<file path="config.mk">
export PLATFORM = sky130hd
export DESIGN_NAME = wgr_cmd_regs
export DESIGN_NICKNAME = d
export VERILOG_FILES = /design/src/common/wgr_pkg.sv /design/src/wgr_gp_calc.sv /design/src/wgr_gpr_timer.sv /design/src/wgr_cmd_regs.sv
export VERILOG_INCLUDE_DIRS = /design/src /design/src/common
export SDC_FILE = /design/constraint.sdc
export NUM_CORES = 1
export LEC_CHECK = 0
export CAP_MARGIN = 20
export CELL_PAD_IN_SITES_DETAIL_PLACEMENT = 1
export CELL_PAD_IN_SITES_GLOBAL_PLACEMENT = 1
export CORE_ASPECT_RATIO = 1.75
export CORE_MARGIN = 1
export CORE_UTILIZATION = 55
export CTS_CLUSTER_SIZE = 12
export DETAILED_ROUTE_END_ITERATION = 10
export DONT_BUFFER_PORTS = 1
export PLACE_DENSITY_LB_ADDON = 0.12
export SETUP_SLACK_MARGIN = 0.2
export SYNTH_ARGS = -nofsm -noshare
export SYNTH_HDL_FRONTEND = slang
export SYNTH_SLANG_ARGS = --single-unit
</file>
<file path="constraint.sdc">
create_clock -name i_clk -period 16.1 [get_ports i_clk]
set_clock_uncertainty 0.2 [all_clocks]
set_input_delay 1.61 -clock i_clk [delete_from_list [all_inputs] [get_ports i_clk]]
set_output_delay 1.61 -clock i_clk [all_outputs]
set_load 0.01 [all_outputs]
</file>
<file path="src/common/wgr_defs.svh">
`ifndef WGR_DEFS_SVH
`define WGR_DEFS_SVH

// ****************************************
// Register word indices
// ****************************************
`define WGR_IDX_CMD        3'h0
`define WGR_IDX_OFFSET     3'h1
`define WGR_IDX_SPEED      3'h2
`define WGR_IDX_ACCEL      3'h3
`define WGR_IDX_PAGE       3'h4

// ****************************************
// Field positions and values
// ****************************************
`define WGR_CMD_REMOTE     8
`define WGR_CMD_AUTO       9
`define WGR_CMD_CENTER     12
`define WGR_CMD_OFS_EN     13
`define WGR_CMD_GP_RESET   14
`define WGR_CMD_REV_POL    15
`define WGR_SPD_EN         15
`define WGR_SPD_MSB        14
`define WGR_SPD_LSB        8
`define WGR_ACC_EN         7
`define WGR_PARAM_MAX      7'h64
`define WGR_PAGE_DEFAULT   16'h0000
`define WGR_PAGE_WEB       16'h0001
`define WGR_REG_RESET      16'h0000

// ****************************************
// Scaling and timing
// ****************************************
`define WGR_LSB_NM         63500
`define WGR_MARGIN_NM      3175000
`define WGR_MARGIN_CNT     16'((`WGR_MARGIN_NM + `WGR_LSB_NM - 1) / `WGR_LSB_NM)
`define WGR_CLK_HZ         20000000
`define WGR_GPR_TIMEOUT_MS 5000
`define WGR_GPR_TIMEOUT_CYC (`WGR_GPR_TIMEOUT_MS * (`WGR_CLK_HZ / 1000))
`endif

</file>
<file path="src/common/wgr_pkg.sv">
package wgr_pkg;
  // Guide-point reset timer states
  typedef enum logic [0:0] {WGR_TMR_IDLE, WGR_TMR_ARMED} wgr_tmr_state_t;

  typedef struct packed {
    wgr_tmr_state_t state;
    logic [31:0]    cnt;
    logic           accept;
    logic           reject;
  } wgr_tmr_st_t;

  typedef struct packed {
    logic signed [15:0] gp;
    logic signed [31:0] gp_nm;
  } wgr_gp_st_t;

  typedef struct packed {
    logic [15:0]        cmd;
    logic [15:0]        offset;
    logic [15:0]        speed_reg;
    logic [15:0]        accel_reg;
    logic [15:0]        page;
    logic [6:0]         speed;
    logic [6:0]         accel;
    logic               rev_pol;
    logic               web_map;
    logic [1:0]         page_flags;
    logic               center;
    logic               gp_ld;
    logic signed [15:0] gp_tgt;
    logic               gpr_start;
    logic               gpr_release;
    logic               gpr_abort;
    logic [15:0]        rd_data;
  } wgr_main_st_t;
endpackage

</file>
<file path="src/wgr_gp_calc.sv">
`timescale 1ns/1ps
`include "wgr_defs.svh"
module wgr_gp_calc (
  // Clock and reset
  input  wire logic               i_clk,
  input  wire logic               i_rst_n,
  input  wire logic               i_ce,
  // Load request
  input  wire logic               i_load,
  input  wire logic signed [15:0] i_target,
  input  wire logic        [15:0] i_win_half,
  // Guide point
  output logic signed      [15:0] o_gp,
  output logic signed      [31:0] o_gp_nm
);
  wgr_pkg::wgr_gp_st_t st_ff;
  wgr_pkg::wgr_gp_st_t nxt_st;
  logic signed [16:0]  lim;
  logic signed [16:0]  tgt;
  logic signed [16:0]  clp;
  logic signed [47:0]  prod;

  // Clamp the target inside the window less the travel margin
  always_comb begin
    lim = $signed({1'b0, i_win_half}) - $signed({1'b0, `WGR_MARGIN_CNT});
    if (lim < 17'sh0) begin
      lim = 17'sh0;
    end
    tgt = 17'(i_target);
    if (tgt > lim) begin
      clp = lim;
    end else if (tgt < -lim) begin
      clp = -lim;
    end else begin
      clp = tgt;
    end
    prod   = 48'(clp) * 48'sd63500; // Counts to nanometres
    nxt_st = st_ff;
    if (i_load) begin
      nxt_st.gp    = 16'(clp); // Signed distance from window centre
      nxt_st.gp_nm = 32'(prod);
    end
  end

  // State register
  always_ff @(posedge i_clk or negedge i_rst_n) begin
    if (!i_rst_n) begin
      st_ff <= '0;
    end else if (i_ce) begin
      st_ff <= nxt_st;
    end
  end

  assign o_gp    = st_ff.gp;
  assign o_gp_nm = st_ff.gp_nm;
endmodule

</file>
<file path="src/wgr_gpr_timer.sv">
`timescale 1ns/1ps
`include "wgr_defs.svh"
module wgr_gpr_timer #(
  parameter logic [31:0] TIMEOUT_CYC = `WGR_GPR_TIMEOUT_CYC
) (
  // Clock and reset
  input  wire logic i_clk,
  input  wire logic i_rst_n,
  input  wire logic i_ce,
  // Handshake events
  input  wire logic i_start,
  input  wire logic i_release,
  input  wire logic i_abort,
  // Outcome
  output logic      o_accept,
  output logic      o_reject,
  output logic      o_busy
);
  wgr_pkg::wgr_tmr_st_t st_ff;
  wgr_pkg::wgr_tmr_st_t nxt_st;

  // Arm on start, accept a release before timeout, reject otherwise
  always_comb begin
    nxt_st        = st_ff;
    nxt_st.accept = 1'b0;
    nxt_st.reject = 1'b0;
    unique case (st_ff.state)
      wgr_pkg::WGR_TMR_IDLE: begin
        if (i_start) begin
          nxt_st.state = wgr_pkg::WGR_TMR_ARMED;
          nxt_st.cnt   = '0;
        end
      end
      wgr_pkg::WGR_TMR_ARMED: begin
        nxt_st.cnt = st_ff.cnt + 32'h1;
        if (i_abort || st_ff.cnt >= TIMEOUT_CYC - 32'h1) begin
          nxt_st.state  = wgr_pkg::WGR_TMR_IDLE;
          nxt_st.reject = 1'b1;
        end else if (i_release) begin
          nxt_st.state  = wgr_pkg::WGR_TMR_IDLE;
          nxt_st.accept = 1'b1;
        end
      end
    endcase
  end

  // State register
  always_ff @(posedge i_clk or negedge i_rst_n) begin
    if (!i_rst_n) begin
      st_ff <= '0;
    end else if (i_ce) begin
      st_ff <= nxt_st;
    end
  end

  assign o_accept = st_ff.accept;
  assign o_reject = st_ff.reject;
  assign o_busy   = (st_ff.state == wgr_pkg::WGR_TMR_ARMED);
endmodule

</file>
<file path="src/wgr_cmd_regs.sv">
`timescale 1ns/1ps
`include "wgr_defs.svh"
module wgr_cmd_regs #(
  parameter logic [31:0] GPR_TIMEOUT_CYC = `WGR_GPR_TIMEOUT_CYC
) (
  // Clock, reset, enable
  input  wire logic               i_clk,
  input  wire logic               i_rst_n,
  input  wire logic               i_ce,
  // Master word write port
  input  wire logic               i_wr_en,
  input  wire logic        [2:0]  i_wr_index,
  input  wire logic        [15:0] i_wr_data,
  // Master word read port
  input  wire logic        [2:0]  i_rd_index,
  output logic             [15:0] o_rd_data,
  // Local operator and process
  input  wire logic               i_local_rev_set,
  input  wire logic               i_local_rev_clr,
  input  wire logic signed [15:0] i_web_pos,
  input  wire logic        [15:0] i_win_half,
  // Control outputs
  output logic                    o_remote_ctrl,
  output logic                    o_auto_mode,
  output logic                    o_center_start,
  output logic                    o_rev_polarity,
  output logic signed      [15:0] o_guide_point,
  output logic signed      [31:0] o_guide_point_nm,
  output logic                    o_gpr_busy,
  output logic                    o_gpr_accept,
  output logic                    o_gpr_reject,
  output logic             [6:0]  o_speed,
  output logic             [6:0]  o_accel,
  // Output map selection
  output logic                    o_web_map,
  output logic             [1:0]  o_page_flags
);
  // ****************************************
  // State and decode
  // ****************************************
  wgr_pkg::wgr_main_st_t st_ff;
  wgr_pkg::wgr_main_st_t nxt_st;
  logic                  cmd_wr;
  logic                  ofs_wr;
  logic                  spd_wr;
  logic                  acc_wr;
  logic                  page_wr;
  logic                  rise_center;
  logic                  rise_gpr;
  logic                  fall_gpr;
  logic                  tmr_accept;
  logic                  tmr_reject;
  logic                  tmr_busy;

  // Word write strobe for one index, qualified by the write enable
  function automatic logic wr_hit(input logic en, input logic [2:0] idx, input logic [2:0] want);
    wr_hit = en && (idx == want);
  endfunction

  // Clamp a 7-bit parameter to its top value
  function automatic logic [6:0] sat_param(input logic [6:0] v);
    sat_param = (v > `WGR_PARAM_MAX) ? `WGR_PARAM_MAX : v;
  endfunction

  // Strobes per register
  assign cmd_wr  = wr_hit(i_wr_en, i_wr_index, `WGR_IDX_CMD);
  assign ofs_wr  = wr_hit(i_wr_en, i_wr_index, `WGR_IDX_OFFSET);
  assign spd_wr  = wr_hit(i_wr_en, i_wr_index, `WGR_IDX_SPEED);
  assign acc_wr  = wr_hit(i_wr_en, i_wr_index, `WGR_IDX_ACCEL);
  assign page_wr = wr_hit(i_wr_en, i_wr_index, `WGR_IDX_PAGE);

  // Trigger edges between successive command writes
  assign rise_center = cmd_wr && i_wr_data[`WGR_CMD_CENTER] && !st_ff.cmd[`WGR_CMD_CENTER];
  assign rise_gpr    = cmd_wr && i_wr_data[`WGR_CMD_GP_RESET] && !st_ff.cmd[`WGR_CMD_GP_RESET];
  assign fall_gpr    = cmd_wr && !i_wr_data[`WGR_CMD_GP_RESET] && st_ff.cmd[`WGR_CMD_GP_RESET];

  // ****************************************
  // Next-state logic
  // ****************************************
  always_comb begin
    nxt_st             = st_ff;
    nxt_st.center      = 1'b0;
    nxt_st.gp_ld       = 1'b0;
    nxt_st.gpr_start   = 1'b0;
    nxt_st.gpr_release = 1'b0;
    nxt_st.gpr_abort   = 1'b0;

    // Command word: mode, remote, polarity and triggers
    if (cmd_wr) begin
      nxt_st.cmd     = i_wr_data;
      nxt_st.rev_pol = i_wr_data[`WGR_CMD_REV_POL];
      if (rise_center) begin
        if (!i_wr_data[`WGR_CMD_AUTO]) begin
          nxt_st.center = 1'b1; // Manual mode centering
        end else begin
          nxt_st.gp_ld  = 1'b1; // Auto mode midpoint
          nxt_st.gp_tgt = 16'sh0;
        end
      end
      if (rise_gpr && !i_wr_data[`WGR_CMD_AUTO] && i_wr_data[`WGR_CMD_REMOTE]) begin
        nxt_st.gpr_start = 1'b1;
      end
      if (fall_gpr) begin
        if (!i_wr_data[`WGR_CMD_AUTO] && i_wr_data[`WGR_CMD_REMOTE]) begin
          nxt_st.gpr_release = 1'b1;
        end else begin
          nxt_st.gpr_abort = 1'b1; // Mode or control lost mid-routine
        end
      end else if (tmr_busy && (i_wr_data[`WGR_CMD_AUTO] || !i_wr_data[`WGR_CMD_REMOTE])) begin
        nxt_st.gpr_abort = 1'b1;
      end
    end else if (!st_ff.cmd[`WGR_CMD_REMOTE]) begin
      // Local operator owns polarity while remote control is off
      if (i_local_rev_set) begin
        nxt_st.rev_pol = 1'b1;
      end else if (i_local_rev_clr) begin
        nxt_st.rev_pol = 1'b0;
      end
    end

    // Guide point offset, honoured only with bit 13 set
    if (ofs_wr) begin
      nxt_st.offset = i_wr_data;
      if (st_ff.cmd[`WGR_CMD_OFS_EN]) begin
        nxt_st.gp_ld  = 1'b1;
        nxt_st.gp_tgt = $signed(i_wr_data);
      end
    end

    // Accepted guide-point reset adopts the web position
    if (tmr_accept) begin
      nxt_st.gp_ld  = 1'b1;
      nxt_st.gp_tgt = i_web_pos;
    end

    // Actuator speed from the upper field
    if (spd_wr) begin
      nxt_st.speed_reg = i_wr_data;
      if (i_wr_data[`WGR_SPD_EN]) begin
        nxt_st.speed = sat_param(i_wr_data[`WGR_SPD_MSB:`WGR_SPD_LSB]);
      end
    end

    // Actuator acceleration from the lower field
    if (acc_wr) begin
      nxt_st.accel_reg = i_wr_data;
      if (i_wr_data[`WGR_ACC_EN]) begin
        nxt_st.accel = sat_param(i_wr_data[6:0]);
      end
    end

    // Application page: only the two defined pages are taken
    if (page_wr) begin
      if (i_wr_data == `WGR_PAGE_DEFAULT) begin
        nxt_st.page       = i_wr_data;
        nxt_st.web_map    = 1'b0;
        nxt_st.page_flags = 2'b00;
      end else if (i_wr_data == `WGR_PAGE_WEB) begin
        nxt_st.page       = i_wr_data;
        nxt_st.web_map    = 1'b1;
        nxt_st.page_flags = 2'b11;
      end
    end

    // Read-back mux, command word is write-only
    unique case (i_rd_index)
      `WGR_IDX_OFFSET: nxt_st.rd_data = st_ff.offset;
      `WGR_IDX_SPEED:  nxt_st.rd_data = st_ff.speed_reg;
      `WGR_IDX_ACCEL:  nxt_st.rd_data = st_ff.accel_reg;
      `WGR_IDX_PAGE:   nxt_st.rd_data = st_ff.page;
      default:         nxt_st.rd_data = `WGR_REG_RESET;
    endcase
  end

  // ****************************************
  // State register
  // ****************************************
  // Reset leaves polarity standard and all triggers cleared
  always_ff @(posedge i_clk or negedge i_rst_n) begin
    if (!i_rst_n) begin
      st_ff <= '0;
    end else if (i_ce) begin
      st_ff <= nxt_st;
    end
  end

  // ****************************************
  // Sub-blocks
  // ****************************************
  // Guide-point reset timeout
  wgr_gpr_timer #(
    .TIMEOUT_CYC (GPR_TIMEOUT_CYC)
  ) u_timer (
    .i_clk     (i_clk),
    .i_rst_n   (i_rst_n),
    .i_ce      (i_ce),
    .i_start   (st_ff.gpr_start),
    .i_release (st_ff.gpr_release),
    .i_abort   (st_ff.gpr_abort),
    .o_accept  (tmr_accept),
    .o_reject  (tmr_reject),
    .o_busy    (tmr_busy)
  );

  // Guide point clamp and scaling
  wgr_gp_calc u_gp (
    .i_clk      (i_clk),
    .i_rst_n    (i_rst_n),
    .i_ce       (i_ce),
    .i_load     (st_ff.gp_ld),
    .i_target   (st_ff.gp_tgt),
    .i_win_half (i_win_half),
    .o_gp       (o_guide_point),
    .o_gp_nm    (o_guide_point_nm)
  );

  // ****************************************
  // Outputs
  // ****************************************
  assign o_rd_data      = st_ff.rd_data;
  assign o_remote_ctrl  = st_ff.cmd[`WGR_CMD_REMOTE];
  assign o_auto_mode    = st_ff.cmd[`WGR_CMD_AUTO];
  assign o_center_start = st_ff.center;
  assign o_rev_polarity = st_ff.rev_pol;
  assign o_gpr_busy     = tmr_busy;
  assign o_gpr_accept   = tmr_accept;
  assign o_gpr_reject   = tmr_reject;
  assign o_speed        = st_ff.speed;
  assign o_accel        = st_ff.accel;
  assign o_web_map      = st_ff.web_map;
  assign o_page_flags   = st_ff.page_flags;
endmodule

</file>
Word level (Yosys, flattened, before mapping)
Index checks and enable logic that the tools add are counted.

Add/subtract/negate cells: 3. $mul: 1. $lt $le $gt $ge: 6. Eq/ne operators: 11. Muxes and demuxes: 35. Bitwise logic cells: 1. Reduce and logical (&&, ||, !) cells: 36.

Operators with widths (count): $mux W17 (7); $pmux W33 S2 (1); $pmux W16 S4 (1); $mux W33 (1); $add A32 B1 Y32 const B (1); $ge A32 B27 Y1 const B (1); $mux W16 (2); $mul A17 B15 Y30 const B (1); $mux W21 (1); $mux W18 (1); $gt A16 B17 Y1 (1); $lt A16 B17 Y1 (1); $lt A17 B1 Y1 const B (1); $neg A17 Y17 (1); $sub A16 B6 Y17 const B (1); $eq A16 B1 Y1 const B (1); $logic_not A16 Y1 (1); $mux W1 (16); $logic_and A1 B1 Y1 (15); $gt A7 B7 Y1 const B (2); $mux W7 (2); $eq A3 B2 Y1 const B (4); $reduce_and A2 Y1 (6); $reduce_and A3 Y1 (4); 12 further kinds (20).

Register bits after elaboration: 215. Bits of input ports: 60. Output and inout port bits: 88. Word-level logic and storage cells: 116.

Logic depth before layout (Yosys ltp)
Gate-level depths: netlist of run 1.

Depth after elaboration: 11. Gate-level depth with buffers: 46. Depth with buffers taken out: 43.

By module
Synthesis of run 1 repeated with hierarchy kept, for this count alone.

Cells, all modules: 1557. Area, all modules: 14976.9 µm².

By module, submodules not included: wgr_gp_calc (times used 1, cells an instance 903, area each 7618.6 µm², seq. area each 1126.1 µm²); wgr_cmd_regs (times used 1, cells an instance 462, area each 5549.1 µm², seq. area each 3052.9 µm²); wgr_gpr_timer (times used 1, cells an instance 192, area each 1809.2 µm², seq. area each 875.8 µm²).

Worst setup path before layout of run 1
OpenSTA, ideal clock, no wires.

Path type: in2reg. From: in i_win_half[6]. To: reg u_gp.st_ff (netlist bit u_gp.o_gp_nm[28]). Library setup time: 0.135 ns. Data arrival time: 11.126 ns. Data required time: 15.765 ns. Setup slack: 4.639 ns. Stages on the path: 41. Path buffers: 4. Path through: buf_6 -> or4_1 -> buf_2 -> or3_1 -> clkbuf_1 -> nand2_1 -> ha_1 -> clkbuf_1 -> and2_1 -> and2_1 -> and4_1 -> ha_1 -> and4_1 -> and2_1 -> o31ai_1 -> a311oi_1 -> a31o_4 -> xor2_4 -> [... 5 more ...] -> fa_1 -> inv_1 -> fa_1 -> inv_1 -> ha_1 -> inv_1 -> fa_1 -> inv_1 -> ha_1 -> a21oi_1 -> nor2_1 -> a2111oi_0 -> o21ai_0 -> a21oi_1 -> nand2b_1 -> a21boi_0 -> xnor2_1 -> o21ai_0.

Cells in the longest elaborated chain, start to end: 8. Elaborated cells between the ends (all ways): 9. Classes of those cells: add/sub (2); mul (1); order compare (3); mux (3).

Ends and longest elaborated chain: from (decl) (line wgr_cmd_regs.sv:21) `input wire logic [15:0] i_win_half,`; $sub A16 B6 Y17 (*) (line wgr_gp_calc.sv:25) `` lim = $signed({1'b0, i_win_half}) - $signed({1'b0, `WGR_MARGIN_CNT}); ``; $lt A17 B1 Y1 (line wgr_gp_calc.sv:26) `if (lim < 17'sh0) begin`; $mux W17 (*) (line wgr_gp_calc.sv:26); $neg A17 Y17 (line wgr_gp_calc.sv:32, wgr_gp_calc.sv:33); $lt A16 B17 Y1 (line wgr_gp_calc.sv:32) `end else if (tgt < -lim) begin`; $mux W17 (line wgr_gp_calc.sv:32); $mux W17 (*) (line wgr_gp_calc.sv:30) `if (tgt > lim) begin`; net u_gp.clp[5] (line wgr_gp_calc.sv:20) `logic signed [16:0] clp;`; $mul A17 B15 Y30 (*) (line wgr_gp_calc.sv:37) `prod = 48'(clp) * 48'sd63500;`; to (signal assigned) (line wgr_gp_calc.sv:50) `st_ff <= nxt_st;`; to (decl) (line wgr_gp_calc.sv:16) `wgr_pkg::wgr_gp_st_t st_ff;`.

The timed path passes the listed nets; every way through them passes the cells marked *. A chain may end at the register's enable or synchronous reset.

Worst setup path in the final report of run 1
From: in i_win_half[3]. To: reg u_gp.st_ff (netlist bit u_gp.o_gp_nm[28]).

Same word-level chain as after synthesis.

==> flow_summary_export.csv, run 1 <==
group,metric,value,unit
synth,avgSynthCellArea,9.723,sq um
synth,yosys.area_share.simple,12.82,%
route,route.detailed.drc,19,
setup_path,required,16260,ps
layout,drive_gt1_share,7.507,%
layout,layout_common_cells,"dfrtp_1, inv_1, nand2_1",
setup_path,critPathSlowestCell,"a2111oi_0",
synth,syn_inst,1500,
die,initial_utilization,56.18,%
synth,ys.flop_type,"dfrtp_1",
layout,area_delta_synth_final,4.358,%
setup_path,crit_path_end,"u_gp.o_gp_nm[28]$_DFFE_PN0P_",
synth,ys_seq_area_share,34.66,%
die,die_w,125.1,um
clocking,postCtsResizedCells,0,
setup_path,path_class,"in -> reg",
layout,fin_nets,1696,
sta,finalCritPeriodShare,78.45,%
setup_path,end_kind,"flip-flop",
setup_path,r2r_slack,6440,ps
sta,worst_slack,3470,ps
die,die_height,217.4,um
placement,port_buffers,0,
clocking,cts-root-buf,"clkbuf_16",
setup_path,r2r-start,"st_ff[34]$_DFFE_PN0P_",
synth,synthMuxAreaShare,5.808,%
outcome,status,"finished, violations left",
clocking,cts_setup_buffers,0,
layout,diodes,0,
route,wl_per_cell,23.44,um
synth,synth_edf_count,0,
grt,grt_pass1_vias,12290,
route,antenna_left,0,
synth,synth_xor_area_share,4.332,%
synth,synth_compound_gate_area_share,14.62,%
synth,ys_ff_latch,202,
clocking,cts_made_buffers,22,
setup_path,start_kind,"input port",
clocking,htreeDepth,1,
sta,relSlewSlack,33.65,%
synth,ys_types,76,
layout,final_common_cell,"dfrtp_1",
setup_path,path_max_fanout,27,
route,via_count,10970,
clocking,postCtsHoldBufs,0,
clocking,cts_tree,"yes",
die,die_area,27200,sq um
route,first_pass_iters,7,
grt,antenna_found_initial,0,
layout,finalCoreUtilization,58.63,%
sta,drv_slew,0,
clocking,cts_max_path_buffers,3,
sta,rsz0062_at_grt,"false",
setup_path,critPathArrivalTime,12790,ps
clocking,path_clk_slew,60,ps
grt,grt_use_total,31.53,%
synth,async_flop_share,100.0,%
placement,gp_congestion,0.9105,
die,rows,78,
grt,grt_max_degree,203,
synth,synthAdderAreaFrac,20.01,%
clocking,cts.sinks,202,
die,core_area,25960,sq um
synth,synth_top_family_by_area,"adder cells",
route,routed_wl,41540,um
placement,hpwl,32270,um
grt,grt_pass1_wl,66300,um
setup_path,timing.rr.end,"u_gp.o_gp_nm[28]$_DFFE_PN0P_",
route,first_iter_violations,428,
setup_path,ff2ff_path_depth,30,
layout,final_cells,1772,
min_path,hold_path_class,"reg -> reg",
flow_run,cap_violations,0,
sta,finalHoldViolations,0,
outcome,violations,"design-rule violations",
synth,syn_area,14590,sq um
placement,dp_worst_setup_slack,3011,ps
synth,yosysWarningCount,0,
clocking,clock_latency,520,ps
setup_path,cpPeakStageDelay,740,ps
sta,setup_tns,0,ps
placement,dp_cells,1737,
die,ios,148,
route,viasPerCell,6.192,
sta,tightestPinTransition,993.2,ps
sta,fmax,79.17,MHz
sta,post-route-min-period,12630,ps
sta,final-setup-viol-count,0,
setup_path,crit_path_start,"i_win_half[3]",
grt,grt_overflow,0,
==> final cells by class <==
class / instances / area (sq um)
Fill cell: 2899 / 10740
Multi-Input combinational cell: 1039 / 8413
Sequential cell: 202 / 5055
Inverter: 171 / 641.9
Clock buffer: 28 / 594.3
Tap cell: 320 / 400.4
Timing Repair Buffer: 7 / 60.06
Clock inverter: 5 / 56.30
==> kinds of logic (layout without fill, tap and decap cells) <==
family / after synthesis / after routing
flops: 202 / 202
mux: 78 / 78
xor+xnor: 70 / 70
simple gates: 385 / 385
buf+inv: 260 / 211
fa+ha+maj: 193 / 193
other cells: 1 / 2
compound gates: 311 / 311
==> critical path, delay by kind of cell <==
family | cells | cell delay [ps]
xor gates and xnor gates | 2 | 800
adders and majority gates | 9 | 3980
and+or+nand+nor | 11 | 2540
buffers and inverters | 5 | 430
AOI/OAI and AO/OA | 11 | 3390
==> synth_stat cells (3+ instances only) <==
cell	count	area share [%]
or2_2	8	0.34
clkbuf_1	45	1.2
xor2_1	37	2.2
dfrtp_1	202	35
a22oi_1	16	0.82
a21oi_1	51	1.7
fa_1	67	9.2
inv_1	170	4.4
a21o_1	20	1.0
nor3_1	20	0.69
nand2b_1	10	0.43
nor4_1	9	0.39
a311oi_1	3	0.18
a211oi_1	4	0.21
ha_1	126	11
a31o_2	4	0.24
nor2_1	73	1.9
or3_1	9	0.39
nand2_1	139	3.6
mux2_2	48	3.7
o22a_1	18	1.1
o21ai_0	68	2.3
nor2b_1	32	1.4
o22ai_1	21	0.90
nand4_1	13	0.56
buf_2	5	0.17
a31oi_1	8	0.34
mux2i_1	28	1.9
nor3b_1	4	0.21
xnor2_1	32	1.9
o21a_1	8	0.41
o31ai_1	6	0.31
a21boi_0	3	0.15
o211ai_1	3	0.15
nand3_1	29	1.0
a22o_1	41	2.5
and3_1	16	0.69
a221oi_2	4	0.41
o21ai_1	12	0.41
and2_1	4	0.17
and4_1	5	0.30
buf_4	35	1.8
==> worst min path at each step <==
stage	start	to	slack, ps	cells after the start
after floorplan	st_ff[71]$_DFFE_PN0P_	st_ff[71]$_DFFE_PN0P_	250	2
after global routing	st_ff[75]$_DFFE_PN0P_	st_ff[75]$_DFFE_PN0P_	310	2
after global placement	st_ff[80]$_DFFE_PN0P_	st_ff[80]$_DFFE_PN0P_	260	2
after detailed placement	st_ff[80]$_DFFE_PN0P_	st_ff[80]$_DFFE_PN0P_	270	2
after CTS	st_ff[80]$_DFFE_PN0P_	st_ff[80]$_DFFE_PN0P_	290	2
final	st_ff[72]$_DFFE_PN0P_	st_ff[72]$_DFFE_PN0P_	280	2
==> state kept, by name, indices dropped and copies added, names as in the netlist, 7 cells and up <==
| register | flops |
|---|---|
| u_gp.o_gp | 16 |
| u_gp.o_gp_nm | 29 |
| o_speed | 7 |
| u_timer.st_ff | 32 |
| st_ff | 87 |
| o_rd_data | 16 |
| o_accel | 7 |
==> metal layers <==
| metal | global-route usage (%) | vias to the layer above | share of wire, % |
|---|---|---|---|
| met4 | 16.54 | 0 | 5.1 |
| met3 | 4.539 | 106 | 4.3 |
| met2 | 60.56 | 284 | 55 |
| li1 | - | 5007 | - |
| met1 | 32.85 | 5576 | 36 |
| met5 | 0 | - | 0 |
==> through the flow <==
step                hold slack (ps)  instance area, sq um
floorplan                     245.4                 14590
global placement              258.5                 14550
detailed placement            271.2                 14550
CTS                           286.3                 15200
global route                  308.8                 15220
finish                        284.8                 15220
Power of run 1 is not shown: default switching activity piles up to over one toggle a cycle in this logic, so the estimate is an artifact.
==> inputs of run 2 (changes only) <==
ABC_AREA = 1   (was not set)
CORE_UTILIZATION = 44   (was 55)
clock period = 10.8 ns   (was 16.1 ns; I/O delays follow)
==> run 2 against run 1 <==
- the flow now finishes without violations
- sequential share of layout area decreased by 1.3 points
- register-to-register slack lost 3900 ps
- die area increased by 28%
- non-clock buffer count increased by 4
- sequential cell count unchanged
- synthesized cell count grew 23%
- setup slack lost 2600 ps
- hold slack worse by 230 ps
- global-route usage fell by 4.6 points
- count of clock-buffer cells in the layout increased by 3
- critical path depth grew 13
- largest cell class unchanged
==> flow_summary_export.csv, run 2 <==
group,metric,value,unit
clocking,clock_latency,530,ps
setup_path,path_class,"in -> reg",
sta,tightestPinTransition,1004,ps
grt,grt_pass1_wl,71620,um
layout,largest_reg_flops,87,
synth,yosysWarningCount,0,
synth,ys_types,60,
die,core_area,33140,sq um
layout,area_delta_synth_final,6.091,%
grt,grt_max_degree,203,
synth,synth_top_area_share,33.85,%
layout,diodes,0,
synth,synth.most_common_cell,"nand2_1",
setup_path,r2r_slack,2570,ps
setup_path,r2r-start,"st_ff[25]$_DFFE_PN0P_",
route,antenna_left,0,
synth,ys_top_cells_by_count,"nand2_1, inv_1, dfrtp_1, o21ai_0, ha_1",
layout,largest_register,"st_ff",
clocking,cts_tree,"yes",
layout,fin_area,15840,sq um
die,ios,148,
sta,final-setup-viol-count,0,
sta,relSlewSlack,32.91,%
die,die_w,141.3,um
layout,layout_common_cells,"nand2_1, inv_1, dfrtp_1",
route,via_count,12220,
route,route.detailed.drc,0,
setup_path,cpPeakStageDelay,620,ps
layout,drive_gt1_share,7.131,%
clocking,cts_made_buffers,22,
sta,fmax,100.6,MHz
grt,antenna_found_initial,0,
setup_path,cp_common_cell,"inv_1",
clocking,cts-root-buf,"clkbuf_16",
die,initial_utilization,45.06,%
synth,avgSynthCellArea,8.103,sq um
route,first_iter_violations,469,
placement,gp_congestion,0.9076,
sta,finalHoldViolations,0,
synth,syn_area,14930,sq um
synth,yosys-top-cells-area,"dfrtp_1, nand2_1, ha_1, fa_1, inv_1",
setup_path,ff2ff_path_depth,38,
layout,fin_nets,2051,
sta,rsz0062_at_grt,"false",
synth,syn_inst,1843,
flow_run,cap_violations,0,
synth,ys_seq_area_share,33.85,%
placement,hpwl,36070,um
setup_path,path_max_fanout,27,
grt,grt_overflow,0,
placement,place_area,15140,sq um
setup_path,timing.rr.end,"u_gp.o_gp_nm[30]$_DFFE_PN0P_",
route,first_pass_iters,5,
setup_path,critPathArrivalTime,10130,ps
synth,ys.flop_type,"dfrtp_1",
clocking,cts_max_path_buffers,3,
outcome,status,"complete, no violations",
placement,port_buffers,0,
synth,ys_ff_latch,202,
die,die_area,34710,sq um
synth,synth_edf_count,0,
layout,final_common_cell,"nand2_1",
die,rows,88,
synth,synth_top_area_cell,"dfrtp_1",
setup_path,required,10990,ps
setup_path,end_kind,"flip-flop",
route,viasPerCell,5.408,
sta,setup_tns,0,ps
clocking,cts_setup_buffers,0,
clocking,cts.sinks,202,
sta,drv_slew,0,
layout,fillerInstances,4047,
synth,async_flop_share,100.0,%
clocking,htreeDepth,1,
grt,grt_use_total,26.96,%
min_path,hold_path_class,"in -> async",
sta,post-route-min-period,9943,ps
die,die_height,245.7,um
clocking,path_clk_slew,70,ps
sta,finalCritPeriodShare,92.07,%
setup_path,start_kind,"input port",
route,wl_per_cell,20.05,um
setup_path,critPathSlowestCell,"fa_1",
route,routed_wl,45290,um
grt,grt_pass1_vias,13420,
==> run 2: cell count changes after synthesis, sizes merged, moves of 32 or more <==
cell,previous run,this run
a22o,41,1
inv,170,283
mux2,50,0
nand2,139,468
nand3,29,67
nor2b,32,0
o21ai,80,177
==> run 2: worst max path at each step <==
stage                              endpoint          start
2_1_floorplan  u_gp.o_gp_nm[30]$_DFFE_PN0P_  i_win_half[1]
3_3_place_gp   u_gp.o_gp_nm[30]$_DFFE_PN0P_  i_win_half[3]
3_5_place_dp   u_gp.o_gp_nm[30]$_DFFE_PN0P_  i_win_half[3]
4_1_cts        u_gp.o_gp_nm[30]$_DFFE_PN0P_  i_win_half[3]
5_1_grt        u_gp.o_gp_nm[31]$_DFFE_PN0P_  i_win_half[3]
6_report       u_gp.o_gp_nm[30]$_DFFE_PN0P_  i_win_half[3]
==> run 2: cell families (layout without fill, tap and decap cells) <==
family,after synthesis,after routing,synth area share (%)
flops,202,202,33.85
simple gates,731,731,21.55
buf+inv,366,331,10.31
fa+ha+maj,193,193,19.54
compound gates,314,314,12.60
xor+xnor,34,34,1.994
mux,2,2,0.1341
other cells,1,2,0.02511
==> run 2: per-stage QoR <==
step / utilization (%) / setup WS, ps / hold slack [ps] / std cells
4_1_cts: 47.72 / 630.0 / 15.38 / 2259
6_report: 47.81 / 856.6 / 50.13 / 2259
5_1_grt: 47.81 / 163.6 / 28.48 / 2259
3_5_place_dp: 45.68 / 59.33 / 252.1 / 2224
3_3_place_gp: 45.68 / 287.0 / 250.5 / 2224
2_1_floorplan: - / 1402 / 236.5 / 1844
==> run 2: layout make-up <==
cell class | instances | area (sq um) | area share, %
clock buffers | 31 | 644.4 | 4.067
inverters | 285 | 1070 | 6.752
flip-flops and latches | 202 | 5055 | 31.90
repair buffers | 11 | 95.09 | 0.6002
multi-input cells | 1276 | 8383 | 52.91
well taps | 450 | 563.0 | 3.554
clock inverters | 4 | 33.78 | 0.2132
==> run 2: routing by layer <==
metal,wire (um),GRT usage (%)
met5,0,0
met1,15210,24.84
met4,2800,15.76
met2,25830,54.75
met3,1454,3.505
==> run 2: critical path, delay by kind of cell <==
family          cells  cell delay, ps
compound gates     10            1550
buf+inv             8             730
simple gates       22            2930
fa+ha+maj           9            3480
xor+xnor            2             350
==> run 2: repair_timing <==
| action | in CTS | in global routing |
|---|---|---|
| endpoints found under the setup margin | 0 | 4 |
| gates resized for setup | 0 | 7 |
| hold buffers | 0 | 0 |
Power of run 2 is left out for the same reason.
